<file path="src/stop_eval_pkg.sv">
package stop_eval_pkg;

  // ------------------------------------------------------------
  // register map (apb byte addresses)
  // ------------------------------------------------------------
  localparam logic [7:0] addr_ctrl = 8'h00;
  localparam logic [7:0] addr_std_cfg = 8'h04;
  localparam logic [7:0] addr_adv_enable = 8'h08;
  localparam logic [7:0] addr_adv_state = 8'h0c;
  localparam logic [7:0] addr_status = 8'h10;
  localparam logic [7:0] addr_trig_pos = 8'h14;

  // ------------------------------------------------------------
  // field positions and reset values
  // ------------------------------------------------------------
  localparam int ctrl_adv_bit = 0;
  localparam int std_state_lsb = 8;
  localparam int toggle_bit = 15;
  localparam logic [7:0] std_code_reset = 8'h00;
  localparam logic [1:0] std_state_reset = 2'h0;
  localparam logic [15:0] word_reset = 16'h0000;
  localparam logic [31:0] pos_reset = 32'h00000000;

  // stop state encodings
  localparam logic [1:0] st_false = 2'h0;
  localparam logic [1:0] st_true = 2'h1;
  localparam logic [1:0] st_fall = 2'h2;
  localparam logic [1:0] st_rise = 2'h3;

  // ------------------------------------------------------------
  // check stage sequence
  // ------------------------------------------------------------
  typedef enum logic [1:0] {
    stage_idle,
    stage_second,
    stage_last,
    stage_done
  } stage_e;

endpackage : stop_eval_pkg

</file>
<file path="src/motion_stop_condition_evaluator.sv">
// Contract
// - source code zero: no input checking, move runs to its end
// - codes -1..-7 input lines, -8 reserved, -9/-10 internal/external index
// - codes -11..-14 moving err, holding err, trajectory active, delay active
// - state 0 false, 1 true, 2 falling, 3 rising
// - edge states compare successive samples, not levels
// - advanced mode checks only index and input lines one to three
// - enable bit arms a source, same state bit gives its condition
// - bits 14:12 first check; any hit at start reverses direction
// - reversed plus toggle bit inverts enabled second-check conditions
// - reversed plus toggle-or bit inverts enabled last-check or conditions
// - first check once at start, then straight to second check
// - last check waits until second-check conditions are met
// - second check never met: move completes normally
// - or only: stop on any enabled condition
// - several and conditions: stop only when all hold
// - single and condition only: record position, no stop
// - and plus or: combine results with and, stop if true
// - stop starts deceleration at detection with move acceleration
// - trigger captures current position into trigger register
// - bit 15 of each word holds a toggle flag, used on reversal
//
// Design decisions made here: the APB interface to the registers and the placing of the registers.
`timescale 1ns/10ps
module motion_stop_condition_evaluator #(
  parameter int pos_width = 32
) (
  input wire logic pclk,
  input wire logic presetn,
  input wire logic psel,
  input wire logic penable,
  input wire logic pwrite,
  input wire logic [7:0] paddr,
  input wire logic [31:0] pwdata,
  output logic [31:0] prdata,
  output logic pready,
  output logic pslverr,
  input wire logic move_start,
  input wire logic move_active,
  input wire logic [6:0] io_lines,
  input wire logic internal_index,
  input wire logic external_index,
  input wire logic moving_error,
  input wire logic holding_error,
  input wire logic traj_active,
  input wire logic delay_active,
  input wire logic [pos_width-1:0] current_pos,
  output logic reverse_dir,
  output logic stop_req,
  output logic capture_strobe
);

  // ------------------------------------------------------------
  // state
  // ------------------------------------------------------------
  typedef struct packed {
    // configuration written over the bus
    logic adv_mode;
    logic [7:0] std_code;
    logic [1:0] std_state;
    logic [15:0] en_word;
    logic [15:0] st_word;
    // sampling and move progress, restarted on move_start except trig_pos, which keeps its value
    logic [13:0] src_prev;
    logic prev_valid;
    stop_eval_pkg::stage_e stage;
    logic reversed;
    logic [pos_width-1:0] trig_pos;
    logic stopped;
    logic captured;
    // one-cycle outputs and latched read data
    logic stop_pulse;
    logic cap_pulse;
    logic [31:0] rdata;
  } state_s;

  state_s s_reg;
  state_s s_next;

  // condition test on one source; edge needs a valid previous sample
  function automatic logic cond_met(input logic [1:0] st, input logic cur, input logic prv,
                                    input logic pv);
    // levels look only at the current sample
    case (st)
      stop_eval_pkg::st_false: cond_met = !cur;
      stop_eval_pkg::st_true: cond_met = cur;
      stop_eval_pkg::st_fall: cond_met = pv && prv && !cur;
      default: cond_met = pv && !prv && cur;
    endcase
  endfunction : cond_met

  // ------------------------------------------------------------
  // sources and combinational evaluation
  // ------------------------------------------------------------
  logic [13:0] src_now;
  logic [3:0] adv_now;
  logic [3:0] adv_prev;
  // per-source hits of each check
  logic [3:0] first_hit;
  logic [3:0] second_hit;
  logic [3:0] and_hit;
  logic [3:0] or_hit;
  // check summaries and bus strobes
  logic std_hit;
  logic last_hit;
  logic last_stop;
  logic wr_en;
  logic rd_en;
  logic [4:0] code_idx;

  // index 0..13 maps codes -1..-14; -8 tied low as reserved
  assign src_now = {delay_active, traj_active, holding_error, moving_error,
                    external_index, internal_index, 1'b0, io_lines};
  // advanced set is index plus lines one to three only
  assign adv_now = {internal_index, io_lines[2:0]};
  assign adv_prev = {s_reg.src_prev[8], s_reg.src_prev[2:0]};
  // code -n picks source n-1; negating and stepping down is just the inverse
  assign code_idx = 5'(8'h00 - s_reg.std_code - 8'h01);

  // one slice per advanced source: bit 3 is the index, bits 2:0 lines three to one
  genvar g;
  generate
    for (g = 0; g < 4; g++) begin : g_adv
      // first check uses bits 14:12 (lines) ; bit 15 is the toggle flag
      if (g < 3) begin : g_first
        assign first_hit[g] = s_reg.en_word[12+g] &&
          cond_met({1'b0, s_reg.st_word[12+g]}, adv_now[g], adv_prev[g], s_reg.prev_valid);
      end else begin : g_nofirst
        assign first_hit[g] = 1'b0;
      end
      // second check, inverted on reversal when toggle flag set
      assign second_hit[g] = cond_met({1'b0, s_reg.st_word[8+g] ^ (s_reg.reversed &&
        s_reg.en_word[stop_eval_pkg::toggle_bit])}, adv_now[g], adv_prev[g], s_reg.prev_valid);
      assign and_hit[g] = cond_met({1'b0, s_reg.st_word[4+g]}, adv_now[g], adv_prev[g],
                                   s_reg.prev_valid);
      // or conditions in the low nibble, invertible on reversal
      assign or_hit[g] = cond_met({1'b0, s_reg.st_word[g] ^ (s_reg.reversed &&
        s_reg.st_word[stop_eval_pkg::toggle_bit])}, adv_now[g], adv_prev[g], s_reg.prev_valid);
    end
  endgenerate

  // ------------------------------------------------------------
  // check summaries
  // ------------------------------------------------------------
  // standard hit and last-check verdict; stop and record differ only for one and
  always_comb begin
    logic and_any;
    logic or_any;
    logic and_all;
    logic or_one;
    logic and_single;
    // which sets of the last check are armed
    and_any = |s_reg.en_word[7:4];
    or_any = |s_reg.en_word[3:0];
    and_all = &(and_hit | ~s_reg.en_word[7:4]);
    or_one = |(or_hit & s_reg.en_word[3:0]);
    and_single = $countones(s_reg.en_word[7:4]) == 1;
    // standard form: selected source against the state code
    // only codes -1..-14 name a source; -8 and stray positive codes never fire
    if (s_reg.std_code == stop_eval_pkg::std_code_reset || s_reg.std_code[7:4] != 4'hf ||
        code_idx > 5'd13 || code_idx == 5'd7) begin
      std_hit = 1'b0;
    end else begin
      std_hit = cond_met(s_reg.std_state, src_now[code_idx[3:0]],
                         s_reg.src_prev[code_idx[3:0]], s_reg.prev_valid);
    end
    // last check: and-set and or-set combined with and when both armed
    if (and_any && or_any) begin
      last_hit = and_all && or_one;
      last_stop = last_hit;
    end else if (or_any) begin
      last_hit = or_one;
      last_stop = last_hit;
    end else if (and_any) begin
      last_hit = and_all;
      last_stop = last_hit && !and_single;
    end else begin
      last_hit = 1'b0;
      last_stop = 1'b0;
    end
  end

  // ------------------------------------------------------------
  // bus strobes
  // ------------------------------------------------------------
  // writes land in the access cycle; reads are latched in setup so prdata is
  // already settled when the zero-wait access phase ends
  assign wr_en = psel && penable && pwrite;
  assign rd_en = psel && !penable && !pwrite;

  // ------------------------------------------------------------
  // next state
  // ------------------------------------------------------------
  // one pass per cycle: hold everything, drop the pulses, then apply events
  always_comb begin
    s_next = s_reg;
    // outputs are one-cycle pulses unless set again below
    s_next.stop_pulse = 1'b0;
    s_next.cap_pulse = 1'b0;
    // samples taken every cycle for edge detection
    s_next.src_prev = src_now;
    s_next.prev_valid = 1'b1;
    if (move_start) begin
      // fresh move: clear stage state; first check evaluated only here
      s_next.stopped = 1'b0;
      s_next.captured = 1'b0;
      s_next.prev_valid = 1'b0;
      if (s_reg.adv_mode) begin
        s_next.reversed = |first_hit;
        s_next.stage = stop_eval_pkg::stage_second;
      end else begin
        s_next.reversed = 1'b0;
        s_next.stage = stop_eval_pkg::stage_idle;
      end
    end else if (move_active && !s_reg.stopped) begin
      // checks run only inside a move and rest after the first stop
      if (!s_reg.adv_mode) begin
        // standard form stops and records in the same cycle
        if (std_hit) begin
          s_next.stopped = 1'b1;
          s_next.stop_pulse = 1'b1;
          s_next.cap_pulse = 1'b1;
          s_next.trig_pos = current_pos;
        end
      end else begin
        case (s_reg.stage)
          stop_eval_pkg::stage_second: begin
            // stays here for the whole move if never satisfied
            if (&(second_hit | ~s_reg.en_word[11:8])) begin
              s_next.stage = stop_eval_pkg::stage_last;
            end
          end
          stop_eval_pkg::stage_last: begin
            // record once per move, even when a single and never stops
            if (last_hit && !s_reg.captured) begin
              s_next.trig_pos = current_pos;
              s_next.cap_pulse = 1'b1;
              s_next.captured = 1'b1;
            end
            if (last_stop) begin
              s_next.stopped = 1'b1;
              s_next.stop_pulse = 1'b1;
              s_next.stage = stop_eval_pkg::stage_done;
            end
          end
          stop_eval_pkg::stage_done: s_next.stage = stop_eval_pkg::stage_done;
          default: s_next.stage = s_reg.stage;
        endcase
      end
    end
    // register writes take effect at the access edge
    if (wr_en) begin
      case (paddr)
        stop_eval_pkg::addr_ctrl: s_next.adv_mode = pwdata[stop_eval_pkg::ctrl_adv_bit];
        stop_eval_pkg::addr_std_cfg: begin
          s_next.std_code = pwdata[7:0];
          s_next.std_state = pwdata[stop_eval_pkg::std_state_lsb +: 2];
        end
        stop_eval_pkg::addr_adv_enable: s_next.en_word = pwdata[15:0];
        stop_eval_pkg::addr_adv_state: s_next.st_word = pwdata[15:0];
        default: s_next.adv_mode = s_next.adv_mode;
      endcase
    end
    // read data captured in setup, presented in access
    if (rd_en) begin
      case (paddr)
        stop_eval_pkg::addr_ctrl: s_next.rdata = {31'h0, s_reg.adv_mode};
        stop_eval_pkg::addr_std_cfg: s_next.rdata = {22'h0, s_reg.std_state, s_reg.std_code};
        stop_eval_pkg::addr_adv_enable: s_next.rdata = {16'h0, s_reg.en_word};
        stop_eval_pkg::addr_adv_state: s_next.rdata = {16'h0, s_reg.st_word};
        stop_eval_pkg::addr_status: s_next.rdata = {26'h0, s_reg.captured, s_reg.stopped,
                                                     s_reg.reversed, 1'b0, s_reg.stage};
        stop_eval_pkg::addr_trig_pos: s_next.rdata = 32'(s_reg.trig_pos);
        default: s_next.rdata = 32'h00000000;
      endcase
    end
  end

  // ------------------------------------------------------------
  // registers
  // ------------------------------------------------------------
  // whole state in one register; reset leaves every stage idle
  always_ff @(posedge pclk or negedge presetn) begin
    if (!presetn) begin
      s_reg <= '0;
    end else begin
      s_reg <= s_next;
    end
  end

  // zero-wait apb slave; unmapped reads return zero
  assign pready = 1'b1;
  assign pslverr = 1'b0;
  assign prdata = s_reg.rdata;

  // motion outputs straight from flops so the trajectory side sees no glitch
  assign reverse_dir = s_reg.reversed;
  assign stop_req = s_reg.stop_pulse;
  assign capture_strobe = s_reg.cap_pulse;

endmodule : motion_stop_condition_evaluator

</file>
<file path="config.mk">
export PLATFORM = sky130hd
export DESIGN_NAME = motion_stop_condition_evaluator
export DESIGN_NICKNAME = d
export VERILOG_FILES = /design/src/stop_eval_pkg.sv /design/src/motion_stop_condition_evaluator.sv
export SDC_FILE = /design/constraint.sdc
export NUM_CORES = 1
export LEC_CHECK = 0
export ABC_AREA = 1
export BUFFER_PORTS_ARGS = -buffer_cell sky130_fd_sc_hd__buf_2
export CORE_UTILIZATION = 60
export CTS_CLUSTER_DIAMETER = 80
export DETAILED_ROUTE_END_ITERATION = 7
export PLACE_DENSITY = 0.87
export SETUP_SLACK_MARGIN = 0.1
export SYNTH_ARGS = -nofsm -noshare
export SYNTH_HDL_FRONTEND = slang
export SYNTH_SLANG_ARGS = --single-unit
</file>
<file path="constraint.sdc">
create_clock -name pclk -period 3.3 [get_ports pclk]
set_input_delay 0.165 -clock pclk [delete_from_list [all_inputs] [get_ports pclk]]
set_output_delay 0.165 -clock pclk [all_outputs]
set_load 0.02 [all_outputs]
</file>
Yosys cells after proc, flatten, opt, wreduce, memory -nomap -nowiden. Cells that the tools add are included.

Flip-flop bits (word level): 128. Output and inout bits: 37. Word-level logic and storage cells: 176.

Add/subtract/negate cells: 5. Magnitude comparators: 2. Equal/unequal tests: 19. Multiplexer cells: 50. Bitwise logic cells: 29. Reductions and logical operators: 56.

Operators by type and width (number): case mux 32 bit (6 select lines) (1); two-way mux 33 bit (2); two-way mux 36 bit (1); two-way mux 32 bit (1); case mux 1 bit (2 select lines) (15); two-way mux 2 bit (10); logical AND 1 bit (18); equality test 8 x 4 -> 1 bit, second input constant (2); equality test 8 x 5 -> 1 bit, second input constant (2); logical NOT 8 bit (2); inverter 1 bit (16); AND reduction 4 bit (4); two-way mux 1 bit (15); OR reduction 4 bit (3); logical NOT 1 bit (11); AND reduction 5 bit (2); nonzero test 2 bit (5); binary-select mux 1 bit (select 4 bit) (2); equality test 8 x 3 -> 1 bit, second input constant (1); inverter 4 bit (2); OR 4 bit (2); AND reduction 2 bit (4); bitwise XOR 1 bit (8); equality test 2 bit, second input constant (3); other kinds (22) (29).

Longest topological paths before layout. Gate-level depths: netlist of the first run.

Depth after elaboration: 14. Depth in mapped cells: 18. Mapped depth without buffers: 17.

Worst setup path after synthesis of the first run. OpenSTA, ideal clock, no wires.

Kind: reg-to-reg. Start: reg s_reg[106] (netlist name). End: reg s_reg[69] (netlist name). Setup time: 117 ps. Arrival time: 2087 ps. Required time: 3183 ps. Path slack: 1096 ps. Stages on the path, launching flop included: 13. Buffers on the path: 0. Cell sequence: dfrtp_1 -> inv_1 -> fa_1 -> inv_1 -> ha_1 -> ha_1 -> o31ai_1 -> a21oi_1 -> nand2_1 -> o21ai_0 -> nand2_1 -> nand2_1 -> nand2_1.

Word-level cells in the longest chain between the ends: 10.

Ends and longest elaborated chain: start: declaration (line motion_stop_condition_evaluator.sv:77) `state_s s_reg;`; start signal: assignment (line motion_stop_condition_evaluator.sv:287) `s_reg <= s_next;`; adder 1 x 1 -> 2 bit (not written as such) (line motion_stop_condition_evaluator.sv:157) `and_single = $countones(s_reg.en_word[7:4]) == 1;`; adder 2 x 2 -> 3 bit (not written as such) (line motion_stop_condition_evaluator.sv:157); equality test 3 x 1 -> 1 bit (line motion_stop_condition_evaluator.sv:157); logical NOT 1 bit (line motion_stop_condition_evaluator.sv:176) `last_stop = last_hit && !and_single;`; logical AND 1 bit (line motion_stop_condition_evaluator.sv:176); two-way mux 1 bit (line motion_stop_condition_evaluator.sv:174) `end else if (and_any) begin`; two-way mux 1 bit (line motion_stop_condition_evaluator.sv:171) `end else if (or_any) begin`; two-way mux 1 bit (*) (line motion_stop_condition_evaluator.sv:168) `if (and_any && or_any) begin`; inequality test 3 bit (no line) (*); AND reduction 5 bit (no line) (*).

Every way passes the cells marked *; elsewhere a longest branch is shown, timed or not. A chain may end at the register's enable or synchronous reset.

Worst setup path after layout of the first run.
Start: reg s_reg[120] (netlist name). End: reg s_reg[41] (netlist name).

Word-level cells in the longest chain between the ends: 11.

Ends and longest elaborated chain: subtractor 1 x 5 -> 5 bit (line motion_stop_condition_evaluator.sv:118) `assign code_idx = 5'(8'h00 - s_reg.std_code - 8'h01);`; subtractor 5 x 1 -> 5 bit (line motion_stop_condition_evaluator.sv:118); binary-select mux 1 bit (select 4 bit) (line motion_stop_condition_evaluator.sv:165) `s_reg.src_prev[code_idx[3:0]], s_reg.prev_valid);`; two-way mux 1 bit (not written as such) (line motion_stop_condition_evaluator.sv:165); logical NOT 1 bit (line motion_stop_condition_evaluator.sv:88) `default: cond_met = pv && !prv && cur;`; logical AND 1 bit (2 in series) (line motion_stop_condition_evaluator.sv:88); case mux 1 bit (3 select lines) (line motion_stop_condition_evaluator.sv:84) `case (st)`; two-way mux 1 bit (*) (line motion_stop_condition_evaluator.sv:160) `if (s_reg.std_code == stop_eval_pkg::std_code_reset || s_reg.std_code[7:4] != 4'hf ||`; nonzero test 2 bit (no line) (*); AND reduction 5 bit (no line) (*).

Every way passes the cells marked *; elsewhere a longest branch is shown, timed or not. The select of a mux whose other input is x is not followed.

==> results.txt, run 1 <==
Synthesis produced between 800 and 900 cells. In the synthesized netlist the dominant register cell turns out to be sky130_fd_sc_hd__dfrtp_1. Among all stages on the critical path, the largest delay is contributed by sky130_fd_sc_hd__dfrtp_1. Of the cells placed in the final design, the portion with a size suffix greater than 1 is 0.168. Counting I/O delays and the setup requirement, the final critical path takes 2.79 ns. Dividing the final minimum period by the clock period gives 0.846. The iteration count of the initial detailed-routing pass is 6. The count of flip-flops with a built-in enable after synthesis is 0. The number of hold-slack violations in the final timing report came out at 0. The highest clock frequency the design can meet is 358 MHz.

The final setup skew came out at 0.0106 ns. Relative to the synthesized area, the layout overhead comes to 24.0%. In this run the critical register-to-register path is launched from s_reg[120]. The total negative slack for setup checks is 0 ns. The overall via count from detail_route is about 6300.

The flip-flop count of the largest register, all copies and words added came out at 89. TritonCTS built the clock tree. The post-synthesis register bit count came out at 128. The element type at the critical path end is a register.

The biggest area contributor in the post-synthesis netlist is sky130_fd_sc_hd__dfrtp_1. Of the synthesized area, sequential elements account for 0.487. The max capacitance violation total came out at 0.

The met2 routing resource usage after global routing came out at 0.560. The worst path required time came out at 3.71 ns. The pin count of the biggest net entering global routing is 66. The depth of the most critical reg-to-reg path is 15. The number of antenna violations at the first check in global routing is 1. The critical path arrival is 3.20 ns. The global placement routability congestion came out at 0.928. The total length of routed wires is 18500 um. The number of synthesis warnings came out at 0. The leakage power of the design is approximately 0.0042 uW. The finished cells cover between 8000 and 9000 um2. In this run the tightest slew margin relative to its limit is 0.368. The share of the synthesized area in the top cell type came out at 0.487. The starting density of the core came out at 0.629.

The global-route track usage on met1 came out at 0.427. The proportion of register bits with asynchronous set or reset after synthesis came out at 1.00. The number of cells in the design after placement is 1027.

In this run the critical register-to-register path is captured at s_reg[41]. Pin placement for this block handled 129 I/O pins. By area the synthesized netlist is led by sky130_fd_sc_hd__dfrtp_1 (49%), sky130_fd_sc_hd__nand2_1 (14%), sky130_fd_sc_hd__o21ai_0 (6.8%), sky130_fd_sc_hd__inv_1 (6.2%), sky130_fd_sc_hd__buf_4 (4.4%). The overall die width is between 100 and 150 um. The DRC violation count after routing came out at 0. Across every metal layer, demand over resource in global routing totals 0.341. The clock edge transition at the registers on the reported setup and hold paths came out at roughly 0.060 ns. The path class of the tightest hold or removal check is input port to register. The final global-route overflow total is 0. The floorplan row count came out at 37. The most numerous cell type found on the critical path is sky130_fd_sc_hd__nand2_1. The die is about 110 um tall. The top cell types in the final layout, fill and taps aside, are sky130_fd_sc_hd__nand2_1 (245), sky130_fd_sc_hd__dfrtp_1 (128), sky130_fd_sc_hd__buf_2 (109).

The via count of the first global-routing pass came out at 6104. The wire length of the first global-routing pass came out at 29600 um. STA classifies the critical path startpoint as a register. The starting DRC count in detailed routing is 770.

The netlist area before placement is between 6000 and 7000 um2. The reg-to-reg setup timing slack came out at 0.51 ns. The H-tree generated during clock tree synthesis spans 4 levels. At the pin with the least slew margin, the transition time is 0.946 ns. The count of buffers added on input and output ports is 110.

The power density normalized to cell area came out at a little under 500 nW/um2. The max-slew violation count is 0. The critical path goes through inv_2, nand2_1, nand3_1, nand2_1, nand2_1, nand2_1, nand2_1, o21ai_1, o21ai_0, nand2_1, nand2_1, nand2_4, nand2_4, nand2_1, nand2_1.

After detailed routing, the average wire length per cell comes to 16.6 um. The final antenna-violating net count came out at 0. The region available for standard cell placement spans 10500 um2. The run finished with clean final reports.

The worst-case vdd ir drop is 0.324 mV. Counting distinct cell types in the post-synthesis netlist gives 41. The capture endpoint of the worst hold path is s_reg[41]. For the worst-skew pair, the clock arrives at the later sink with an insertion delay of 0.52 ns.

The library cell used most frequently in the layout, excluding fill and tap cells, is sky130_fd_sc_hd__nand2_1. The biggest cell delay along the critical path came out at 0.67 ns. The HPWL after detailed placement came out at 11200 um. After the last flow step, the layout net total stands at between 1000 and 1500.

met2 is the most crowded layer. In the routed layout, each cell is associated on average with a via count of 5.58. CTS saw 128 sinks.

The worst setup path is of the register to register kind. The net count after synthesis came out at 939. The startpoint of the tightest hold check path is current_pos[5]. The number of buffers created by CTS is 17. The total of endpoints with negative setup slack in the final report came out at 0.

The synthesized area per cell is 7.81 um2. The cell area after placement is 6930 um2. After the flow finishes, the layout carries non-filler instances totaling between 1000 and 1500. The post-cts repair resize count came out at 0. The worst-case clock buffer depth came out at 2.

The routing usage on met3 is 0.0705. The cell sitting at the root of the clock tree is a sky130_fd_sc_hd__clkbuf_8. Setup repair after global routing left no endpoint under its margin.

The die covers 11400 um2. In this run the worst path has a maximum fanout of 34. The cell count of the worst hold path is 5.
cell families after synthesis:
kind of cell,share of synthesized area
AOI/OAI and AO/OA,0.120
xor gates and xnor gates,0.0160
adders and majority gates,0.00875
buffers and inverters,0.131
DFF,0.487
other,0.00114
and+or+nand+nor,0.236
routing by layer:
metal / vias up / part of all wire
li1: 2892 / -
met2: 375 / 0.48
met4: 0 / 0.043
met5: - / 0
met1: 2904 / 0.39
met3: 79 / 0.085
per-stage QoR:
stage | hold slack (ns) | total power (uW) | worst slack [ns] | util
finish | 0.0217 | 3980 | 0.509 | 0.780
floorplan | -0.131 | 1840 | 1.10 | -
global route | 0.0162 | 4110 | 0.196 | 0.780
detailed placement | 0.289 | 1970 | 0.630 | 0.663
CTS | 0.0104 | 3970 | 0.540 | 0.780
global placement | 0.287 | 1960 | 0.694 | 0.663
cell type report:
class	instances	area [um2]
clock inverters	15	208
clock buffers	17	414
diodes	1	2.50
multi-input cells	534	2520
repair buffers	177	1220
fillers	742	2300
well taps	136	170
inverters	112	420
flip-flops and latches	128	3200
report_power, final:
group	internal (uW)	leakage (uW)	switching [uW]
clock	1240	0.000303	730
combinational	143	0.00220	196
sequential	1630	0.00174	43.8
total	3010	0.00425	969
synth_stat cells, types with 3 or more instances:
| master | number |
|---|---|
| sky130_fd_sc_hd__buf_6 | 4 |
| sky130_fd_sc_hd__or2_2 | 7 |
| sky130_fd_sc_hd__nand4_1 | 4 |
| sky130_fd_sc_hd__xor2_1 | 5 |
| sky130_fd_sc_hd__o211ai_1 | 4 |
| sky130_fd_sc_hd__inv_1 | 108 |
| sky130_fd_sc_hd__dfrtp_1 | 128 |
| sky130_fd_sc_hd__a21oi_1 | 14 |
| sky130_fd_sc_hd__xnor2_1 | 7 |
| sky130_fd_sc_hd__buf_4 | 39 |
| sky130_fd_sc_hd__o21ai_1 | 5 |
| sky130_fd_sc_hd__buf_2 | 6 |
| sky130_fd_sc_hd__clkbuf_1 | 20 |
| sky130_fd_sc_hd__nor2_1 | 53 |
| sky130_fd_sc_hd__o22ai_1 | 4 |
| sky130_fd_sc_hd__a221oi_1 | 7 |
| sky130_fd_sc_hd__nor3_1 | 5 |
| sky130_fd_sc_hd__nand3_1 | 58 |
| sky130_fd_sc_hd__ha_1 | 3 |
| sky130_fd_sc_hd__o21ai_0 | 89 |
| sky130_fd_sc_hd__nand2_1 | 245 |
what timing repair did:
| action | 4_1_cts | 5_1_grt |
|---|---|---|
| hold buffers | 60 | 0 |
| hold endpoints to repair | 149 | 0 |
| setup buffers | 0 | 0 |
how the worst max path moves through the flow:
stage	from	end	slack [ns]	cells after the start
3_3_place_gp	s_reg[120]	s_reg[44]	0.69	15
4_1_cts	s_reg[120]	s_reg[41]	0.54	15
5_1_grt	s_reg[120]	s_reg[41]	0.20	15
3_5_place_dp	s_reg[120]	s_reg[41]	0.63	15
6_report	s_reg[120]	s_reg[41]	0.51	15
2_1_floorplan	s_reg[106]	s_reg[69]	1.10	12
worst max-delay path, delay by kind of cell (launching register included):
kind	cells	cell delay (ns)
simple gates	12	1.51
flops	1	0.67
buf+inv	1	0.25
compound gates	2	0.23
Power figures use the tool's default switching activity.
==> run 2, diff against run 1 <==
ABC_AREA = 0   (was 1)
CORE_UTILIZATION = 50   (was 60)
PLACE_DENSITY = 0.77   (was 0.87)
clock period = 2.45 ns   (was 3.3 ns; I/O delays follow)
==> run 2 against run 1 <==
The run now ends with negative setup slack left; flip-flop and latch count unchanged; sequential share of layout area down 2.5 points; combinational power is 11% higher; core utilization down 9.0 points; synthesized cell count is 28% lower; critical path type unchanged; highest routed layer unchanged.
==> results.txt, run 2 <==
The count of flip-flops with a built-in enable after synthesis came out at 0 (unchanged). The global-route usage over all layers is 0.272 (-0.0693). The floorplan die area was 13400 um2 (+18%). For this run, the leading register cell type out of synthesis is sky130_fd_sc_hd__dfrtp_1.

The library cell used most frequently in the layout, excluding fill and tap cells, is sky130_fd_sc_hd__dfrtp_1. The net count after synthesis is 703 (-25%). The run finished, with violations left. Leaving out fill and tap cells, the most frequent cells in the layout are sky130_fd_sc_hd__dfrtp_1 (127), sky130_fd_sc_hd__buf_2 (109), sky130_fd_sc_hd__nand2_1 (102). The number of different library cells in the post-synthesis netlist came to 54 (+32%). The minimum setup slack after placement came out at -0.157 ns (-0.787 ns). The share of the synthesized area in the top cell type is 0.495 (+0.00809). The final antenna-violating net count came to 0 (unchanged).

The chip height was 116 um (+8.5%). The area added between synthesis and finish came out at 34.5%. The cell area after placement came out at 7180 um2 (+3.5%). The routed wire length per instance is 18.6 um (+12%). The critical path arrival came out at 2.94 ns (-0.26 ns). The startpoint class of the critical path is a register. The I/O pin count is 129 (unchanged). The switching power of the nets is 1150 uW (+19%). The final standard cell count with taps included and fillers excluded came out at 969 (-13%). Ranked by total cell area, the synthesized netlist is headed by sky130_fd_sc_hd__dfrtp_1 (49%), sky130_fd_sc_hd__mux2_2 (7.3%), sky130_fd_sc_hd__mux2i_1 (6.3%), sky130_fd_sc_hd__nand2_1 (5.9%), sky130_fd_sc_hd__buf_4 (4.1%). The power density normalized to cell area is 589 nW/um2 (+21%). The number of cells in the design after placement is 864 (-16%).

The number of H-tree levels came out at 4 (unchanged). The relative contribution of combinational cells to total power was 0.073 (-0.012). The final reports fail on negative setup slack. The pin count of the biggest net entering global routing came out at 50 (-24%). The cell sitting at the root of the clock tree is a sky130_fd_sc_hd__clkbuf_16. The transition time of the tightest slew-check pin came out at 0.652 ns (-0.294 ns). The overall die width came to 116 um (+8.5%).

The total power after layout is 5120 uW (+29%). The leakage power of the design was 0.00426 uW (+0.37%). The total length of routed wires is 18000 um (-2.9%).

The synthesized design spends more area on one cell type than any other, namely sky130_fd_sc_hd__dfrtp_1. The final global-route overflow total is 0 (unchanged). The per-cell via count in the routed design was 5.52 (-1.2%). The shortest period the worst path allows is 2.61 ns (-0.185 ns). The starting density of the core came out at 0.513 (-0.116).

The highest clock frequency the design can meet came out at 384 MHz (+7.1%). The number of nets in the final layout came out at 880 (-17%). The power share of the sequential group came to 0.421 (about the same). The number of buffers created by CTS came out at 17 (unchanged). The worst-case vdd ir drop came out at 0.536 mV (+65%). The iteration count of the initial detailed-routing pass came out at 5 (-1).

The CTS sink count came to 128 (unchanged). The count of input and output buffers came out at 110 (unchanged). The clock power share is 0.505 (+0.011). The overall via count from detail_route came to 5345 (-14%). The total of endpoints with negative setup slack in the final report is 33 (+33). The latest clock arrival within the worst-skew pair came out at 0.42 ns (-0.10 ns).

TritonCTS built the clock tree. The ratio of final minimum period to clock period is 1.06 (+0.218). The worst-case clock buffer depth came to 2 (unchanged).

The max capacitance violation total is 0 (unchanged). The wire length of the first global-routing pass was 27000 um (-8.6%). The final standard cell area without fillers is 8710 um2 (+6.7%). The HPWL after detailed placement came out at 11500 um (+2.6%). The final setup slack of the worst path is -0.155 ns (-0.665 ns). The final-layout fill cell count is 874 (+18%). The final setup skew is 0.00686 ns (-0.00373 ns).

The standard cell core area is 12600 um2 (+21%). The number of standard cells after synthesis was 607 (-28%). The min-delay analysis places its worst path in the category input port to register.

The clock edge transition at the registers on the reported setup and hold paths is 0.06 ns (about the same). The fraction of power spent switching nets is 0.224 (-0.0190). The starting DRC count in detailed routing is 561 (-27%). The number of antenna violations at the first check in global routing came to 0 (-1). The synthesized area per cell was 10.7 um2 (+37%). The part of the Yosys area used for sequential elements came out at 0.495 (+0.00809). The number of hold-slack violations in the final timing report is 0 (unchanged). The path type of the worst setup path is register to register. The element type at the critical path end is a register.

The number of synthesis warnings was 0 (unchanged). The worst slack on hold paths is 0.00526 ns (-0.0164 ns). The worst path required time was 2.79 ns (-0.92 ns).

The worst-path maximum fanout came out at 5 (-85%). The global placement routability congestion came to 0.896 (-3.4%). In the post-synthesis netlist, the cell with the most instances is sky130_fd_sc_hd__dfrtp_1. The floorplan row count came out at 41 (+11%). The max-slew violation count was 0 (unchanged).

The relative max-transition margin is 0.564 (+0.196). The proportion of layout cells with a drive suffix above 1 came out at 0.339 (+0.171). The proportion of register bits with asynchronous set or reset after synthesis came out at 1.00 (unchanged). The via count of the first global-routing pass came out at 5262 (-14%).

The post-synthesis register bit count is 128 (unchanged). The internal portion of total power is 3970 uW (+32%). The netlist area before placement came out at 6470 um2 (-1.6%). The number of diodes is 0 (-1). The flip-flop count of the largest register, all copies and words added came to 89 (unchanged). After synthesis, the most frequently instantiated cells are sky130_fd_sc_hd__dfrtp_1 (128), sky130_fd_sc_hd__nand2_1 (102), sky130_fd_sc_hd__inv_1 (45), sky130_fd_sc_hd__mux2_2 (42), sky130_fd_sc_hd__mux2i_1 (41). Setup repair after global routing could not meet its margin everywhere. The DRC violation count after routing is 0 (unchanged).
run 2: cell count changes in the layout (fill, tap and decap cells not counted), sizes merged, moves of 41 or more:
cell	before	now
nand2	247	102
inv	114	46
o21ai	94	36
mux2	0	53
nand3	58	7
buf	117	158
mux2i	0	41
run 2: area by class of cell:
type,count,area [um2],area share
well taps,172,215,0.0247
repair buffers,221,1700,0.195
multi-input cells,371,2810,0.322
inverters,45,169,0.0194
clock buffers,19,453,0.0520
flip-flops and latches,128,3200,0.368
clock inverters,13,161,0.0185
run 2: critical path: stages (launching register included):
cell and delay [ns]:
sky130_fd_sc_hd__dfrtp_2 0.45, sky130_fd_sc_hd__buf_6 0.14, sky130_fd_sc_hd__nor2b_4 0.12, sky130_fd_sc_hd__a221o_1 0.40, sky130_fd_sc_hd__a2111oi_4 0.34, sky130_fd_sc_hd__o21bai_1 0.17, sky130_fd_sc_hd__a31oi_2 0.09, sky130_fd_sc_hd__o211ai_4 0.28
sky130_fd_sc_hd__buf_4 0.19, sky130_fd_sc_hd__clkbuf_16 0.14, sky130_fd_sc_hd__mux2i_1 0.20
run 2: cell families (layout without fill, tap and decap cells):
logic type,Yosys count,count (layout),synth area share
AOI/OAI and AO/OA,101,101,0.106
xor gates and xnor gates,23,23,0.0311
adders and majority gates,4,4,0.00889
buffers and inverters,108,298,0.0905
DFF,128,128,0.495
muxes,95,95,0.165
other,2,2,0.00116
and+or+nand+nor,146,146,0.102
run 2: repair_timing:
action | in CTS | in global routing
endpoints found under the setup margin | 36 | 36
hold buffers | 58 | 2
gates cloned | 1 | 3
hold endpoints to repair | 123 | 3
pin swaps | 5 | 4
gates resized for setup | 12 | 13
buffers inserted | 3 | 6
run 2: power groups by stage:
stage / logic (uW) / clock network [uW] / registers, uW
after floorplan: 124 / 0 / 2190
after global placement: 273 / 0 / 2190
after detailed placement: 284 / 0 / 2190
after CTS: 361 / 2610 / 2160
after global routing: 409 / 2710 / 2160
final: 376 / 2590 / 2160
run 2: through the flow:
stage | util | TNS (ns)
finish | 0.690 | -3.61
global route | 0.690 | -7.00
CTS | 0.672 | -0.579
detailed placement | 0.569 | -3.64
global placement | 0.569 | -0.528
floorplan | - | 0
run 2: path summary, 6_finish.rpt:
path / slack (ns) / cells after the start / from / to
worst min register to register: 0.48 / 2 / prdata[21] / prdata[21]
worst max register to register: -0.16 / 10 / s_reg[120] / s_reg[37]
worst max-delay path: -0.16 / 10 / s_reg[120] / s_reg[37]
max in group asynchronous: 1.42 / 3 / presetn / s_reg[41]
min in group asynchronous: 0.27 / 2 / presetn / capture_strobe
worst min-delay path: 0.005 / 3 / current_pos[4] / s_reg[40]
run 2: metal layers:
metal  GRT usage  share of wire
met5           0              0
met4       0.168          0.048
met3      0.0533          0.057
met2       0.442           0.50
met1       0.335           0.40
==> run 3, diff against run 2 <==
SKIP_CTS_REPAIR_TIMING = 1   (was unset)
==> run 3 against run 2 <==
Clock skew is 0.00075 ns higher; sequential share of layout area rose by 0.56 points; cell count is 1.1% lower; register-to-register slack improved by 0.03 ns; via count shrank 1.1%; core utilization fell by 1.0 points; flip-flop and latch count is the same; clock power is essentially flat; sequential power hardly changed; first-iteration DRC count down 21%; critical endpoint is now s_reg[50]; the run ends with negative hold slack, negative setup slack left.
==> results.txt, run 3 (same netlist as run 2, synthesis figures left out) <==
The worst-case clock buffer depth is 2 (unchanged). The pin count of the biggest net entering global routing came to 50 (unchanged). The number of H-tree levels came out at 4 (unchanged). The HPWL after detailed placement was 11500 um (unchanged). The final setup slack of the worst path was -0.123 ns (+0.0324 ns). The count of input and output buffers is 110 (unchanged). The clock power share is 0.507 (+0.002). The I/O pin count is 129 (unchanged). The number of antenna violations at the first check in global routing came out at 0 (unchanged). The clock edge transition at the registers on the reported setup and hold paths is 0.06 ns (about the same). The wire length of the first global-routing pass is 24700 um (-8.7%). The overall via count from detail_route is 5285 (-1.1%). The per-cell via count in the routed design is 5.52 (about the same). The highest clock frequency the design can meet came out at 389 MHz (+1.3%). The relative contribution of combinational cells to total power came out at 0.072 (about the same). The final setup skew is 0.00761 ns (+0.000748 ns). The standard cell core area is 12600 um2 (unchanged).

The final standard cell count with taps included and fillers excluded is 958 (-1.1%). The internal portion of total power is 3970 uW (-0.15%). The max capacitance violation total is 0 (unchanged).

The path type of the worst setup path is register to register. The latest clock arrival within the worst-skew pair came out at 0.42 ns (about the same). The floorplan row count came out at 41 (unchanged).

The number of cells in the design after placement came out at 864 (unchanged). The relative max-transition margin was 0.543 (-0.0210). The total of endpoints with negative setup slack in the final report came out at 27 (-18%). The floorplan die area came out at 13400 um2 (unchanged). The fraction of power spent switching nets came to 0.225 (+0.000587). The power density normalized to cell area is 597 nW/um2 (+1.4%).

The biggest cell delay along the critical path was 0.46 ns (about the same). STA classifies the critical path startpoint as a register. The CTS sink count came out at 128 (unchanged). The overall die width is 116 um (unchanged). The worst-case vdd ir drop is 0.532 mV (-0.62%).

The final-layout fill cell count came out at 897 (+2.6%). The worst path required time came to 2.79 ns (about the same). The routed wire length per instance is 18.5 um (-0.63%). The total length of routed wires came to 17700 um (-1.8%).

The global placement routability congestion came out at 0.896 (unchanged). The starting density of the core was 0.513 (unchanged). The checks that failed: negative hold slack, negative setup slack. The starting DRC count in detailed routing came out at 443 (-21%).

Setup repair after global routing could not meet its margin everywhere. The reg-to-reg setup timing slack came to -0.12 ns (+0.03 ns). The iteration count of the initial detailed-routing pass is 6 (+1). The global-route usage over all layers was 0.247 (-0.0252). The TritonCTS clock tree is yes. The element type at the critical path end is a register. The DRC violation count after routing was 0 (unchanged). The number of diodes came out at 0 (unchanged). The library cell used most frequently in the layout, excluding fill and tap cells, is sky130_fd_sc_hd__dfrtp_1. The proportion of layout cells with a drive suffix above 1 came out at 0.333 (-0.00544). The number of nets in the final layout was 869 (-1.3%). The area growth from synthesis to layout is 32.5%. The chip height is 116 um (unchanged).

The via count of the first global-routing pass came out at 4872 (-7.4%). The worst slack on hold paths is -0.00784 ns (-0.0131 ns). The run finished, with violations left. The final global-route overflow total is 0 (unchanged). Traced cell by cell, the critical path runs through buf_6, buf_12, mux2_2, o2bb2ai_4, or3_1, o211ai_1, nand3_2, o211ai_4, buf_12, clkbuf_16, mux2i_1.

The number of hold-slack violations in the final timing report came to 2 (+2). The final antenna-violating net count is 0 (unchanged). The number of buffers created by CTS is 17 (unchanged). The tightest min-delay check is of the input port to register type. The leakage power of the design came out at 0.00420 uW (-1.5%). The worst-path maximum fanout is 7 (+2).

In this run the clock root is driven by a sky130_fd_sc_hd__clkbuf_16. The ratio of final minimum period to clock period is 1.05 (-0.0132). In the layout the commonest cells are sky130_fd_sc_hd__dfrtp_1 (126), sky130_fd_sc_hd__buf_2 (109), sky130_fd_sc_hd__nand2_1 (102). The critical path arrival came out at 2.91 ns (-0.03 ns). The switching power of the nets is 1150 uW (+0.19%). The max-slew violation count came out at 0 (unchanged). For this design, the slowest cell found on the critical path is sky130_fd_sc_hd__dfrtp_2.

The most numerous cell type found on the critical path is sky130_fd_sc_hd__buf_12. The shortest period the worst path allows is 2.57 ns (-0.0324 ns). The transition time of the tightest slew-check pin came out at 0.684 ns (+0.0314 ns). The flip-flop count of the largest register, all copies and words added is 89 (unchanged). The power share of the sequential group came out at 0.422 (about the same).
==> run 3: changes by cell type in the layout (fill, tap and decap cells not counted), sizes merged <==
cell and delta:
buf -7, dlygate4sd3 -4
==> run 3: area by class of cell <==
cell class                 instances  area, um2  area share
clock buffer                      19        453      0.0528
clock inverter                    13        161      0.0188
inverter                          45        169      0.0197
multi-input combinational        371       2790       0.325
sequential                       128       3210       0.374
tap                              172        215      0.0251
timing repair buffer             210       1590       0.185
==> run 3: final timing paths <==
| kind | from | endpoint | depth (start not counted) |
|---|---|---|---|
| worst max-delay path | s_reg[120] | s_reg[50] | 11 |
| worst min-delay path | current_pos[31] | s_reg[67] | 3 |
| worst max register to register | s_reg[120] | s_reg[50] | 11 |
| worst min register to register | prdata[21] | prdata[21] | 2 |
| max in group asynchronous | presetn | prdata[14] | 3 |
| min in group asynchronous | presetn | s_reg[65] | 2 |
==> run 3: metrics by stage <==
stage | worst slack, ns | TNS, ns | util | cell area, um2 | power, uW
global placement | -0.0301 | -0.528 | 0.569 | 7180 | 2470
detailed placement | -0.157 | -3.64 | 0.569 | 7180 | 2480
floorplan | 0.0826 | 0 | - | 6480 | 2310
global route | -0.213 | -5.20 | 0.680 | 8580 | 5270
CTS | -0.210 | -4.81 | 0.618 | 7790 | 5050
finish | -0.123 | -2.26 | 0.680 | 8580 | 5120
==> run 3: power groups by stage <==
stage	sequential [uW]	combinational, uW	clock (uW)
detailed placement	2190	284	0
CTS	2160	287	2610
global placement	2190	273	0
finish	2160	368	2590
floorplan	2190	124	0
global route	2160	400	2710
==> run 3: metal layers <==
layer  wire length [um]  vias to the layer above  track usage
met5                  0                        -            0
met2               8800                      249        0.391
li1                   -                     2382            -
met3                966                       51       0.0497
met1               7330                     2603        0.317
met4                602                        0        0.139
==> run 3: critical path: cells and delay by family (launching register included) <==
kind	cells	cell delay [ns]
DFF	1	0.46
and+or+nand+nor	2	0.54
muxes	2	0.46
AOI/OAI and AO/OA	3	0.43
buffers and inverters	4	0.61
